===== config.mk =====
export PLATFORM = sky130hd
export DESIGN_NAME = core_interrupt_sources
export DESIGN_NICKNAME = d
export VERILOG_FILES = /design/src/core/irq_src_pkg.sv /design/src/core/core_interrupt_sources.sv /design/src/core/pin_sync.sv /design/src/core/port_change_detect.sv
export SDC_FILE = /design/constraint.sdc
export NUM_CORES = 1
export LEC_CHECK = 0
export BUFFER_PORTS_ARGS = -buffer_cell sky130_fd_sc_hd__buf_2
export CAP_MARGIN = 20
export CORE_MARGIN = 4
export CORE_UTILIZATION = 30
export DETAILED_ROUTE_END_ITERATION = 12
export PLACE_DENSITY = 0.63
export SLEW_MARGIN = 20
export SYNTH_ARGS = -nofsm -noshare
export SYNTH_HDL_FRONTEND = slang
export SYNTH_SLANG_ARGS = --single-unit
export TNS_END_PERCENT = 5

===== constraint.sdc =====
create_clock -name ref_clk -period 2.35 [get_ports ref_clk]
set_input_delay 0 -clock ref_clk [delete_from_list [all_inputs] [get_ports ref_clk]]
set_output_delay 0 -clock ref_clk [all_outputs]
set_load 0.01 [all_outputs]

===== src/core/irq_src_pkg.sv =====
// Purpose: Shared constants for the interrupt source block.
// Assumes: 8-bit register port, 4-bit word address, 13-bit program counter.
// Notes:   Offsets and field positions are named once here.
package irq_src_pkg;

  // ---------------------------------------------------------------
  // Widths
  // ---------------------------------------------------------------
  localparam int ADDR_W = 4;
  localparam int DATA_W = 8;
  localparam int PC_W = 13;
  localparam int PORT_W = 4;
  localparam int EV_W = 5;

  // ---------------------------------------------------------------
  // Register offsets
  // ---------------------------------------------------------------
  localparam logic [ADDR_W-1:0] IRQ_CONTROL_OFS = 4'h0;
  localparam logic [ADDR_W-1:0] OPTION_OFS = 4'h1;
  localparam logic [ADDR_W-1:0] EVENT_STATUS_OFS = 4'h2;
  localparam logic [ADDR_W-1:0] EVENT_MASK_OFS = 4'h3;
  localparam logic [ADDR_W-1:0] PORT_LATCH_OFS = 4'h4;

  // ---------------------------------------------------------------
  // irq_control_reg fields
  // ---------------------------------------------------------------
  localparam int PORT_CHANGE_FLAG_BIT = 0;
  localparam int EXT_PIN_FLAG_BIT = 1;
  localparam int TIMER_ZERO_OVERFLOW_FLAG_BIT = 2;
  localparam int PORT_CHANGE_ENABLE_BIT = 3;
  localparam int EXT_PIN_ENABLE_BIT = 4;
  localparam int TIMER_ZERO_OVERFLOW_ENABLE_BIT = 5;
  localparam int GLOBAL_IRQ_ENABLE_BIT = 7;
  localparam logic [DATA_W-1:0] IRQ_CONTROL_RESET = 8'h00;
  localparam logic [DATA_W-1:0] IRQ_CONTROL_WMASK = 8'hbf;

  // ---------------------------------------------------------------
  // Option register field
  // ---------------------------------------------------------------
  localparam int EXT_EDGE_SELECT_BIT = 6;
  localparam logic EXT_EDGE_SELECT_RESET = 1'b1;

  // ---------------------------------------------------------------
  // Event status / mask fields
  // ---------------------------------------------------------------
  localparam int EV_PORT_CHANGE = 0;
  localparam int EV_EXT_EDGE = 1;
  localparam int EV_TIMER_OVF = 2;
  localparam int EV_WAKE = 3;
  localparam int EV_VECTOR = 4;
  localparam logic [EV_W-1:0] EVENT_MASK_RESET = 5'h00;

  // ---------------------------------------------------------------
  // Core constants
  // ---------------------------------------------------------------
  localparam logic [PC_W-1:0] IRQ_VECTOR = 13'h0004;
  localparam logic [DATA_W-1:0] TIMER_MAX = 8'hff;
  localparam logic [DATA_W-1:0] TIMER_ZERO = 8'h00;

endpackage : irq_src_pkg


===== src/core/core_interrupt_sources.sv =====
// Purpose: Interrupt sources, wake-up and vectoring for an 8-bit core.
// Assumes: ref_clk is the instruction clock; core hands over at boundaries.
// Notes:   Register port is plain strobes; read data valid the next cycle.
//
// Function
// - The external pin triggers on a rising edge when edge select is one, else falling.
// - A selected edge on the external pin sets the external pin flag, control bit one.
// - The external pin request is suppressed while its enable, control bit four, is clear.
// - Wake from sleep by the external pin only if its enable was set before sleep.
// - After an interrupt wake the vector 0004h is taken if global enable is set, else execution continues.
// - A timer count roll-over from FFh to 00h sets the timer overflow flag, control bit two.
// - The timer overflow request passes only while its enable, control bit five, is set.
// - Any level change on port pins seven to four sets the port change flag, control bit zero.
// - The port change request passes only while its own enable is set.
// - A wake by interrupt leaves the causing flag set so software can identify it.
// - Taking an interrupt pushes only the return program counter.
// - A port change coinciding with a port read may fail to set the port change flag.
`timescale 1ns/100ps
module core_interrupt_sources
  import irq_src_pkg::*;
(
  // Clock and reset
  input wire logic ref_clk,
  input wire logic reset_n,
  // Register port
  input wire logic [irq_src_pkg::ADDR_W-1:0] regAddr,
  input wire logic [irq_src_pkg::DATA_W-1:0] regWdata,
  input wire logic regWrite,
  input wire logic regRead,
  output logic [irq_src_pkg::DATA_W-1:0] regRdata,
  // Interrupt sources
  input wire logic ext_irq_pin,
  input wire logic [irq_src_pkg::PORT_W-1:0] port_b_pins,
  input wire logic portRead,
  input wire logic [irq_src_pkg::DATA_W-1:0] timer_zero_count,
  // Core sequencer
  input wire logic sleeping,
  input wire logic vectorAck,
  input wire logic [irq_src_pkg::PC_W-1:0] returnPc,
  output logic coreIrqReq,
  output logic wakeUp,
  output logic wakeToVector,
  output logic stackPush,
  output logic [irq_src_pkg::PC_W-1:0] stackPushData,
  output logic pcLoad,
  output logic [irq_src_pkg::PC_W-1:0] pcLoadValue,
  // Event interrupt
  output logic eventIrq
);

  // ---------------------------------------------------------------
  // Types and state
  // ---------------------------------------------------------------
  typedef struct packed {
    logic [DATA_W-1:0] ctrl;
    logic edgeSel;
    logic [EV_W-1:0] evStatus;
    logic [EV_W-1:0] evMask;
    logic [DATA_W-1:0] prevTimer;
    logic prevPin;
    logic [2:0] settle;
    logic wasSleeping;
    logic [2:0] sleepEn;
    logic woke;
    logic wakeUp;
    logic wakeToVector;
    logic stackPush;
    logic [PC_W-1:0] stackPushData;
    logic pcLoad;
    logic [DATA_W-1:0] rdata;
  } top_state_t;

  top_state_t cur;
  top_state_t next_cur;

  // ---------------------------------------------------------------
  // Reset release
  // ---------------------------------------------------------------
  logic [1:0] rstPipe;
  logic rstSync_n;

  // Release is synchronised so no flop sees a partial reset exit
  always_ff @(posedge ref_clk or negedge reset_n) begin
    if (!reset_n) begin
      rstPipe <= 2'b00;
    end else begin
      rstPipe <= {rstPipe[0], 1'b1};
    end
  end

  assign rstSync_n = rstPipe[1];

  // ---------------------------------------------------------------
  // Pin synchronisers and port change
  // ---------------------------------------------------------------
  logic [PORT_W:0] pinSync;
  logic extPinSync;
  logic [PORT_W-1:0] portSync;
  logic portChanged;
  logic [PORT_W-1:0] portLatch;

  pin_sync #(
    .WIDTH(PORT_W + 1)
  ) u_pin_sync (
    .ref_clk(ref_clk),
    .rstSync_n(rstSync_n),
    .pinAsync({port_b_pins, ext_irq_pin}),
    .pinSync(pinSync)
  );

  assign extPinSync = pinSync[0];
  assign portSync = pinSync[PORT_W:1];

  port_change_detect u_port_change (
    .ref_clk(ref_clk),
    .rstSync_n(rstSync_n),
    .portPins(portSync),
    .portRead(portRead),
    .portChanged(portChanged),
    .portLatch(portLatch)
  );

  // ---------------------------------------------------------------
  // Decode helpers
  // ---------------------------------------------------------------
  function automatic logic [2:0] src_flags(input logic [DATA_W-1:0] c);
    src_flags = {c[TIMER_ZERO_OVERFLOW_FLAG_BIT], c[EXT_PIN_FLAG_BIT],
                 c[PORT_CHANGE_FLAG_BIT]};
  endfunction : src_flags

  function automatic logic [2:0] src_enables(input logic [DATA_W-1:0] c);
    src_enables = {c[TIMER_ZERO_OVERFLOW_ENABLE_BIT], c[EXT_PIN_ENABLE_BIT],
                   c[PORT_CHANGE_ENABLE_BIT]};
  endfunction : src_enables

  function automatic logic reg_hit(input logic strobe,
                                   input logic [ADDR_W-1:0] a,
                                   input logic [ADDR_W-1:0] ofs);
    reg_hit = strobe && (a == ofs);
  endfunction : reg_hit

  // ---------------------------------------------------------------
  // Source events
  // ---------------------------------------------------------------
  logic extEdge;
  logic timerOvf;
  logic [2:0] pending;
  logic anyPending;

  // Edge select steers which transition counts
  // Blocked until the pin history has filled, so a high pin gives no edge after reset
  assign extEdge = cur.settle[2] &&
                   (cur.edgeSel ? (extPinSync && !cur.prevPin)
                                : (!extPinSync && cur.prevPin));

  assign timerOvf = (cur.prevTimer == TIMER_MAX) &&
                    (timer_zero_count == TIMER_ZERO);

  // Each source gated by its own enable
  assign pending = src_flags(cur.ctrl) & src_enables(cur.ctrl);
  assign anyPending = |pending;

  // Level request to the core sequencer
  assign coreIrqReq = cur.ctrl[GLOBAL_IRQ_ENABLE_BIT] && anyPending;

  // ---------------------------------------------------------------
  // Next state
  // ---------------------------------------------------------------
  logic takeVector;
  logic sleepEntry;
  logic wakeNow;

  assign takeVector = coreIrqReq && vectorAck;
  assign sleepEntry = sleeping && !cur.wasSleeping;
  // Wake uses enables captured at sleep entry, not ones written later
  assign wakeNow = sleeping && cur.wasSleeping && !cur.woke &&
                   (|(src_flags(cur.ctrl) & cur.sleepEn));

  always_comb begin
    next_cur = cur;
    next_cur.prevTimer = timer_zero_count;
    next_cur.prevPin = extPinSync;
    next_cur.settle = {cur.settle[1:0], 1'b1};
    next_cur.wasSleeping = sleeping;
    next_cur.wakeUp = 1'b0;
    next_cur.wakeToVector = 1'b0;
    next_cur.stackPush = 1'b0;
    next_cur.pcLoad = 1'b0;
    next_cur.rdata = '0;

    // Software writes first, hardware sets override afterwards
    if (reg_hit(regWrite, regAddr, IRQ_CONTROL_OFS)) begin
      next_cur.ctrl = regWdata & IRQ_CONTROL_WMASK;
    end
    if (reg_hit(regWrite, regAddr, OPTION_OFS)) begin
      next_cur.edgeSel = regWdata[EXT_EDGE_SELECT_BIT];
    end
    if (reg_hit(regWrite, regAddr, EVENT_STATUS_OFS)) begin
      next_cur.evStatus = cur.evStatus & ~regWdata[EV_W-1:0];
    end
    if (reg_hit(regWrite, regAddr, EVENT_MASK_OFS)) begin
      next_cur.evMask = regWdata[EV_W-1:0];
    end

    // Flags are sticky; only software clears them
    if (extEdge) begin
      next_cur.ctrl[EXT_PIN_FLAG_BIT] = 1'b1;
      next_cur.evStatus[EV_EXT_EDGE] = 1'b1;
    end
    if (timerOvf) begin
      next_cur.ctrl[TIMER_ZERO_OVERFLOW_FLAG_BIT] = 1'b1;
      next_cur.evStatus[EV_TIMER_OVF] = 1'b1;
    end
    if (portChanged) begin
      next_cur.ctrl[PORT_CHANGE_FLAG_BIT] = 1'b1;
      next_cur.evStatus[EV_PORT_CHANGE] = 1'b1;
    end

    // Sleep entry snapshot of the enables
    if (sleepEntry) begin
      next_cur.sleepEn = src_enables(cur.ctrl);
      next_cur.woke = 1'b0;
    end
    if (!sleeping) begin
      next_cur.woke = 1'b0;
    end
    if (wakeNow) begin
      next_cur.woke = 1'b1;
      next_cur.wakeUp = 1'b1;
      next_cur.wakeToVector = cur.ctrl[GLOBAL_IRQ_ENABLE_BIT];
      next_cur.evStatus[EV_WAKE] = 1'b1;
    end

    // Vector take: only the return address is saved
    if (takeVector) begin
      next_cur.ctrl[GLOBAL_IRQ_ENABLE_BIT] = 1'b0;
      next_cur.stackPush = 1'b1;
      next_cur.stackPushData = returnPc;
      next_cur.pcLoad = 1'b1;
      next_cur.evStatus[EV_VECTOR] = 1'b1;
    end

    // Read data valid for one cycle only
    if (regRead) begin
      unique case (regAddr)
        IRQ_CONTROL_OFS: next_cur.rdata = cur.ctrl;
        OPTION_OFS: next_cur.rdata = DATA_W'({cur.edgeSel, 6'h00});
        EVENT_STATUS_OFS: next_cur.rdata = DATA_W'(cur.evStatus);
        EVENT_MASK_OFS: next_cur.rdata = DATA_W'(cur.evMask);
        PORT_LATCH_OFS: next_cur.rdata = DATA_W'({portLatch, 4'h0});
        default: next_cur.rdata = '0;
      endcase
    end
  end

  // ---------------------------------------------------------------
  // State register
  // ---------------------------------------------------------------
  always_ff @(posedge ref_clk or negedge rstSync_n) begin
    if (!rstSync_n) begin
      cur <= '0;
      cur.ctrl <= IRQ_CONTROL_RESET;
      cur.edgeSel <= EXT_EDGE_SELECT_RESET;
      cur.evMask <= EVENT_MASK_RESET;
    end else begin
      cur <= next_cur;
    end
  end

  // ---------------------------------------------------------------
  // Outputs
  // ---------------------------------------------------------------
  assign regRdata = cur.rdata;
  assign wakeUp = cur.wakeUp;
  assign wakeToVector = cur.wakeToVector;
  assign stackPush = cur.stackPush;
  assign stackPushData = cur.stackPushData;
  assign pcLoad = cur.pcLoad;
  // Constant vector; no page latch involvement on entry
  assign pcLoadValue = IRQ_VECTOR;
  assign eventIrq = |(cur.evStatus & cur.evMask);

endmodule : core_interrupt_sources


===== src/core/pin_sync.sv =====
// Purpose: Two-stage synchroniser for asynchronous pin levels.
// Assumes: Inputs are quasi-static levels from outside the clock domain.
// Notes:   First stage is read only by the second stage.
`timescale 1ns/100ps
module pin_sync #(
  parameter int WIDTH = 5
) (
  // Clock and reset
  input wire logic ref_clk,
  input wire logic rstSync_n,
  // Levels
  input wire logic [WIDTH-1:0] pinAsync,
  output logic [WIDTH-1:0] pinSync
);

  typedef struct packed {
    logic [WIDTH-1:0] stage1;
    logic [WIDTH-1:0] stage2;
  } sync_state_t;

  sync_state_t cur;
  sync_state_t next_cur;

  always_comb begin
    next_cur = cur;
    next_cur.stage1 = pinAsync;
    next_cur.stage2 = cur.stage1;
  end

  always_ff @(posedge ref_clk or negedge rstSync_n) begin
    if (!rstSync_n) begin
      cur <= '0;
    end else begin
      cur <= next_cur;
    end
  end

  assign pinSync = cur.stage2;

endmodule : pin_sync


===== src/core/port_change_detect.sv =====
// Purpose: Mismatch detector for the upper port pins against a read latch.
// Assumes: Pins are already synchronised; portRead is a one-cycle strobe.
// Notes:   A read reloads the latch, so a change in that same cycle is absorbed.
`timescale 1ns/100ps
module port_change_detect
  import irq_src_pkg::*;
(
  // Clock and reset
  input wire logic ref_clk,
  input wire logic rstSync_n,
  // Pins and core read strobe
  input wire logic [irq_src_pkg::PORT_W-1:0] portPins,
  input wire logic portRead,
  // Result
  output logic portChanged,
  output logic [irq_src_pkg::PORT_W-1:0] portLatch
);

  typedef struct packed {
    logic [PORT_W-1:0] latch;
    logic changed;
  } change_state_t;

  change_state_t cur;
  change_state_t next_cur;

  always_comb begin
    next_cur = cur;
    if (portRead) begin
      next_cur.latch = portPins;
      next_cur.changed = 1'b0;
    end else begin
      next_cur.changed = (portPins != cur.latch);
    end
  end

  always_ff @(posedge ref_clk or negedge rstSync_n) begin
    if (!rstSync_n) begin
      cur <= '0;
    end else begin
      cur <= next_cur;
    end
  end

  assign portChanged = cur.changed;
  assign portLatch = cur.latch;

endmodule : port_change_detect


# After elaboration in Yosys (flattened, before gate mapping)
# Cells that the tools add are included.
[classes]
eq_ne = 7
muxes = 19
bitwise_logic = 5
reduce_logical = 32
[op_table]
columns = ["cell", "count"]
rows = [
  ["case mux 8 bit (5 select lines)", 1],
  ["nonzero test 2 bit", 9],
  ["2-to-1 mux 8 bit", 2],
  ["2-to-1 mux 15 bit", 1],
  ["logical AND 1 bit", 14],
  ["2-to-1 mux 1 bit", 13],
  ["AND 5 bit", 2],
  ["== test 4 x 2 -> 1 bit (second input constant)", 2],
  ["== test 8 bit (second input constant)", 1],
  ["zero test 8 bit", 1],
  ["AND 3 bit", 2],
  ["OR reduction 3 bit", 2],
  ["2-to-1 mux 5 bit", 1],
  ["NOT 5 bit", 1],
  ["OR reduction 5 bit", 1],
  ["== test 4 x 1 -> 1 bit (second input constant)", 1],
  ["== test 4 x 3 -> 1 bit (second input constant)", 1],
  ["zero test 1 bit", 4],
  ["zero test 4 bit", 1],
  ["inequality test 4 bit", 1],
  ["2-to-1 mux 3 bit", 1],
  ["inequality test 3 x 1 -> 1 bit (second input constant)", 1],
]
[totals]
ff_bits = 77
input_bits = 45
output_inout_bits = 40
elab_cells = 92

# Depth between registers and ports, before layout
[depth]
ltp_word = 5
ltp_mapped = 5
depth_no_buf = 3

# Modules after synthesis
# A second synthesis with hierarchy kept.
[hier_totals]
cells_unflattened = 232
area_unflattened_um2 = 3149.3
[by_module_without_submodules]
columns = ["module", "instances", "cells_each", "area_each_um2", "seq_area_each_um2"]
rows = [
  ["core_interrupt_sources", 1, 203, 2647.5, 1527.7],
  ["pin_sync", 1, 15, 287.8, 250.2],
  ["port_change_detect", 1, 14, 214.0, 125.1],
]

# Worst setup path after synthesis
# Ideal clock, no wire load.
[synth_timing]
path_type = "register to register"
from = "register cur[58] (netlist bit)"
to = "register cur, in the netlist stackPushData[10]"
arrival_ns = 1.375
path_slack_ns = 0.850
stages_incl_launch_ff = 5
n_path_buf = 1
cell_sequence = "dfrtp_1 -> a222oi_1 -> nor2_2 -> buf_6 -> mux2_4"
[synth_via]
elab_chain_len = 4
[synth_lines]
columns = ["element", "line_no", "source"]
rows = [
  ["from (decl)", "core_interrupt_sources.sv:73", "top_state_t cur;"],
  ["from (signal assigned)", "core_interrupt_sources.sv:266", "cur <= next_cur;"],
  ["AND 3 bit", "core_interrupt_sources.sv:160", "assign pending = src_flags(cur.ctrl) & src_enables(cur.ctrl);"],
  ["OR reduction 3 bit", "core_interrupt_sources.sv:161", "assign anyPending = |pending;"],
  ["logical AND 1 bit", "core_interrupt_sources.sv:164", "assign coreIrqReq = cur.ctrl[GLOBAL_IRQ_ENABLE_BIT] && anyPending;"],
  ["logical AND 1 bit", "core_interrupt_sources.sv:173", "assign takeVector = coreIrqReq && vectorAck;"],
]
# No other way between the ends.
# A chain may end at the register's enable or synchronous reset.

# Final worst setup path
[layout_timing]
from = "register cur[55] (netlist bit)"
to = "register cur, in the netlist stackPushData[0]"
# Same word-level chain as after synthesis.

==> reports/metrics.yaml <==
detailed_routing:
  dr.first_iter.drc_count: 135
  drc: 0
  wl_per_cell_um: 14.4
  drt-pass1-iter-count: 5
  ant_nets: 0
  vias: 1997
  vias_per_cell: 4.34
  wl_um: 6610
die:
  core.rowCount: 36
  initial_core_util_pct: 31.2
  io_pins: 85
  die_x_um: 110
  die-area_sq_um: 12100
  die_h_um: 110
  coreArea_sq_um: 9950
grt:
  grt_usage_pct: 11.5
  grt_max_degree: 75
  grt_pass1_vias: 2137
  antenna_found_initial: 1
  grt_pass1_wl_um: 10600
  overflow: 0
setup_path:
  cp_slowest_stage_delay_ps: 740
  worstPathRequired_ps: 2580
  worst-path-max-fanout: 16
  crit_path_end_kind: "register"
  ff2ff_setup_slack_ps: 500
  cp_top_family: "simple AND/OR/NAND/NOR gates"
  setup.worst_path.class: "reg2reg"
  startpoint_type: "register"
  cp_slowest_cell: "nor2_2"
  worstPathArrival_ps: 2080
  path_buf_inv: 0
  crit_chain: "a222oi_1 > nor2_2 > mux2_2"
power_and_ir_drop:
  switching_power_mw: 1.02
  p_comb_share_pct: 21.1
  internal-power_mw: 2.37
  p_sw_share_pct: 30.0
  ir_worst_vdd_mv: 0.426
  p_leak_nw: 1.87
  pwr-share-seq_pct: 50.6
  p_per_area_nw_per_um2: 851
  pwr-share-clk_pct: 28.4
logic_synthesis:
  synth.area.top_cells: "dfrtp_1 (60%), mux2_2 (9.4%), buf_4 (8.4%)"
  ys_types: 41
  synth-async-reset-ratio_pct: 100
  netlist.area_leader.share_pct: 60.3
  synthTopCellsByCount: "dfrtp_1 (75), buf_4 (35), mux2_2 (26)"
  syn_area_sq_um: 3110
  ys_ff_latch: 76
  synth_cells: 227
  yosysMostFrequentCell: "dfrtp_1"
  yosys.area.top_type: "dfrtp_1"
  ys_warn_count: 0
  avgSynthCellArea_sq_um: 13.7
  synth_ff_type: "dfrtp_1"
  synth_edf_count: 0
  synth-seq-area-share_pct: 61.2
timing:
  finalHoldViolCount: 0
  tns_ps: 0
  slew_headroom_pct: 38.1
  finalSetupViolations: 0
  tightest_slew_ps: 928
  rsz0062_at_grt: "no"
  setup_ws_ps: 501
  finalClockSkew_ps: 10.6
  holdWs_ps: 15.3
  final.min_clock_period_ps: 1850
  maxSlewViolCount: 0
  fin_crit_sh_pct: 78.7
  fmax_mhz: 541
placed_design:
  post-place-ws_ps: 491
  io_buffers: 71
  hpwl_um: 4610
  gp_congestion: 0.883
  dpl-instance-area_sq_um: 3400
worst_hold_path:
  min_path_type: "in2reg"
outcome:
  status: "completed"
cells_and_area:
  areaGrowthSynthToFinish_pct: 27.9
  antenna_cells: 0
  design.final.nets: 367
  fin_area_sq_um: 3980
  drive_above_1_share_pct: 40.1
  final_core_util_pct: 40.0
clocking:
  max-clock-path-buffers: 2
  htree_levels: 3
  cts.sinks: 76
  path_clk_slew_ps: 90
  cts_setup_buffers: 0
  cts_hold_buf: 39
  cts_buffers: 9
  postCtsResizedCells: 0
  worstSkewPairLatency_ps: 350
  cts_root_buffer: "clkbuf_8"
  cts_tree: "yes"
flow_run:
  maxCapViolCount: 0
[layout by cell type, fill, tap and decap left out, types with 3 or more instances in the layout]
master / instances
nor3_1: 3
and3_1: 3
nand2b_1: 3
mux2i_1: 4
nand3_1: 9
clkbuf_8: 9
a22oi_1: 5
buf_2: 71
dlygate4sd3_1: 39
nor2_1: 6
mux2_4: 7
mux2_2: 26
conb_1: 15
nand2_1: 5
xnor2_1: 4
a222oi_1: 3
a21o_1: 3
dfrtp_1: 74
[sequential cells by signal, summed over array words and instances (netlist names), 2 cells and up]
register,count
rstPipe,2
regRdata,8
u_port_change.portLatch,4
stackPushData,13
u_pin_sync.pinSync,5
u_pin_sync.cur,5
cur,35
[area by class of cell]
class / instances / area, sq um
well taps: 133 / 166
multi-input cells: 122 / 956
fillers: 940 / 5980
clock buffers: 9 / 124
repair buffers: 111 / 753
flip-flops and latches: 76 / 1910
inverters: 2 / 7.51
clock inverters: 7 / 65.1
[worst register-to-register path, cell delays in order (launching register included)]
cell and delay, ps:
dfrtp_1 420, a222oi_1 140, nor2_2 740, mux2_2 430
[through the flow]
step,std cells,power (mW)
finish,460,3.39
global route,460,3.58
CTS,460,3.44
detailed placement,405,2.41
global placement,405,2.38
floorplan,240,2.30
[power groups by stage]
stage	Clock, mW	Sequential [mW]	Combinational, mW
final	0.961	1.71	0.713
after global routing	1.05	1.75	0.776
after CTS	0.997	1.72	0.725
after detailed placement	0	1.74	0.670
after global placement	0	1.73	0.652
after floorplan	0	1.69	0.614
[metal layers]
layer,track usage [%],wire length [um],vias to the layer above
met2,19.6,3380,61
met4,3.29,68,2
li1,-,-,943
met1,13.8,2720,983
met5,0,12,-
met3,3.64,429,8
[logic make-up after synthesis]
group	after synthesis	synth area share, %
flops	76	61.2
simple gates	43	7.68
buf+inv	42	9.65
mux	37	14.1
compound gates	23	6.03
xor+xnor	4	1.13
other cells	2	0.241
[worst paths after layout]
path,from,end,cells past startpoint
setup / recovery,cur[55]$_DFFE_PN0P_,stackPushData[0]$_DFFE_PN0P_,3
hold / removal,regAddr[3],regRdata[6]$_DFF_PN0_,4
setup reg to reg,cur[55]$_DFFE_PN0P_,stackPushData[0]$_DFFE_PN0P_,3
hold reg to reg,u_pin_sync.cur[6]$_DFF_PN0_,u_pin_sync.pinSync[1]$_DFF_PN0_,0
max in group asynchronous,rstPipe[1]$_DFF_PN0_,stackPushData[3]$_DFFE_PN0P_,0
min in group asynchronous,rstPipe[1]$_DFF_PN0_,u_pin_sync.cur[6]$_DFF_PN0_,0
Power figures use the tool's default switching activity.
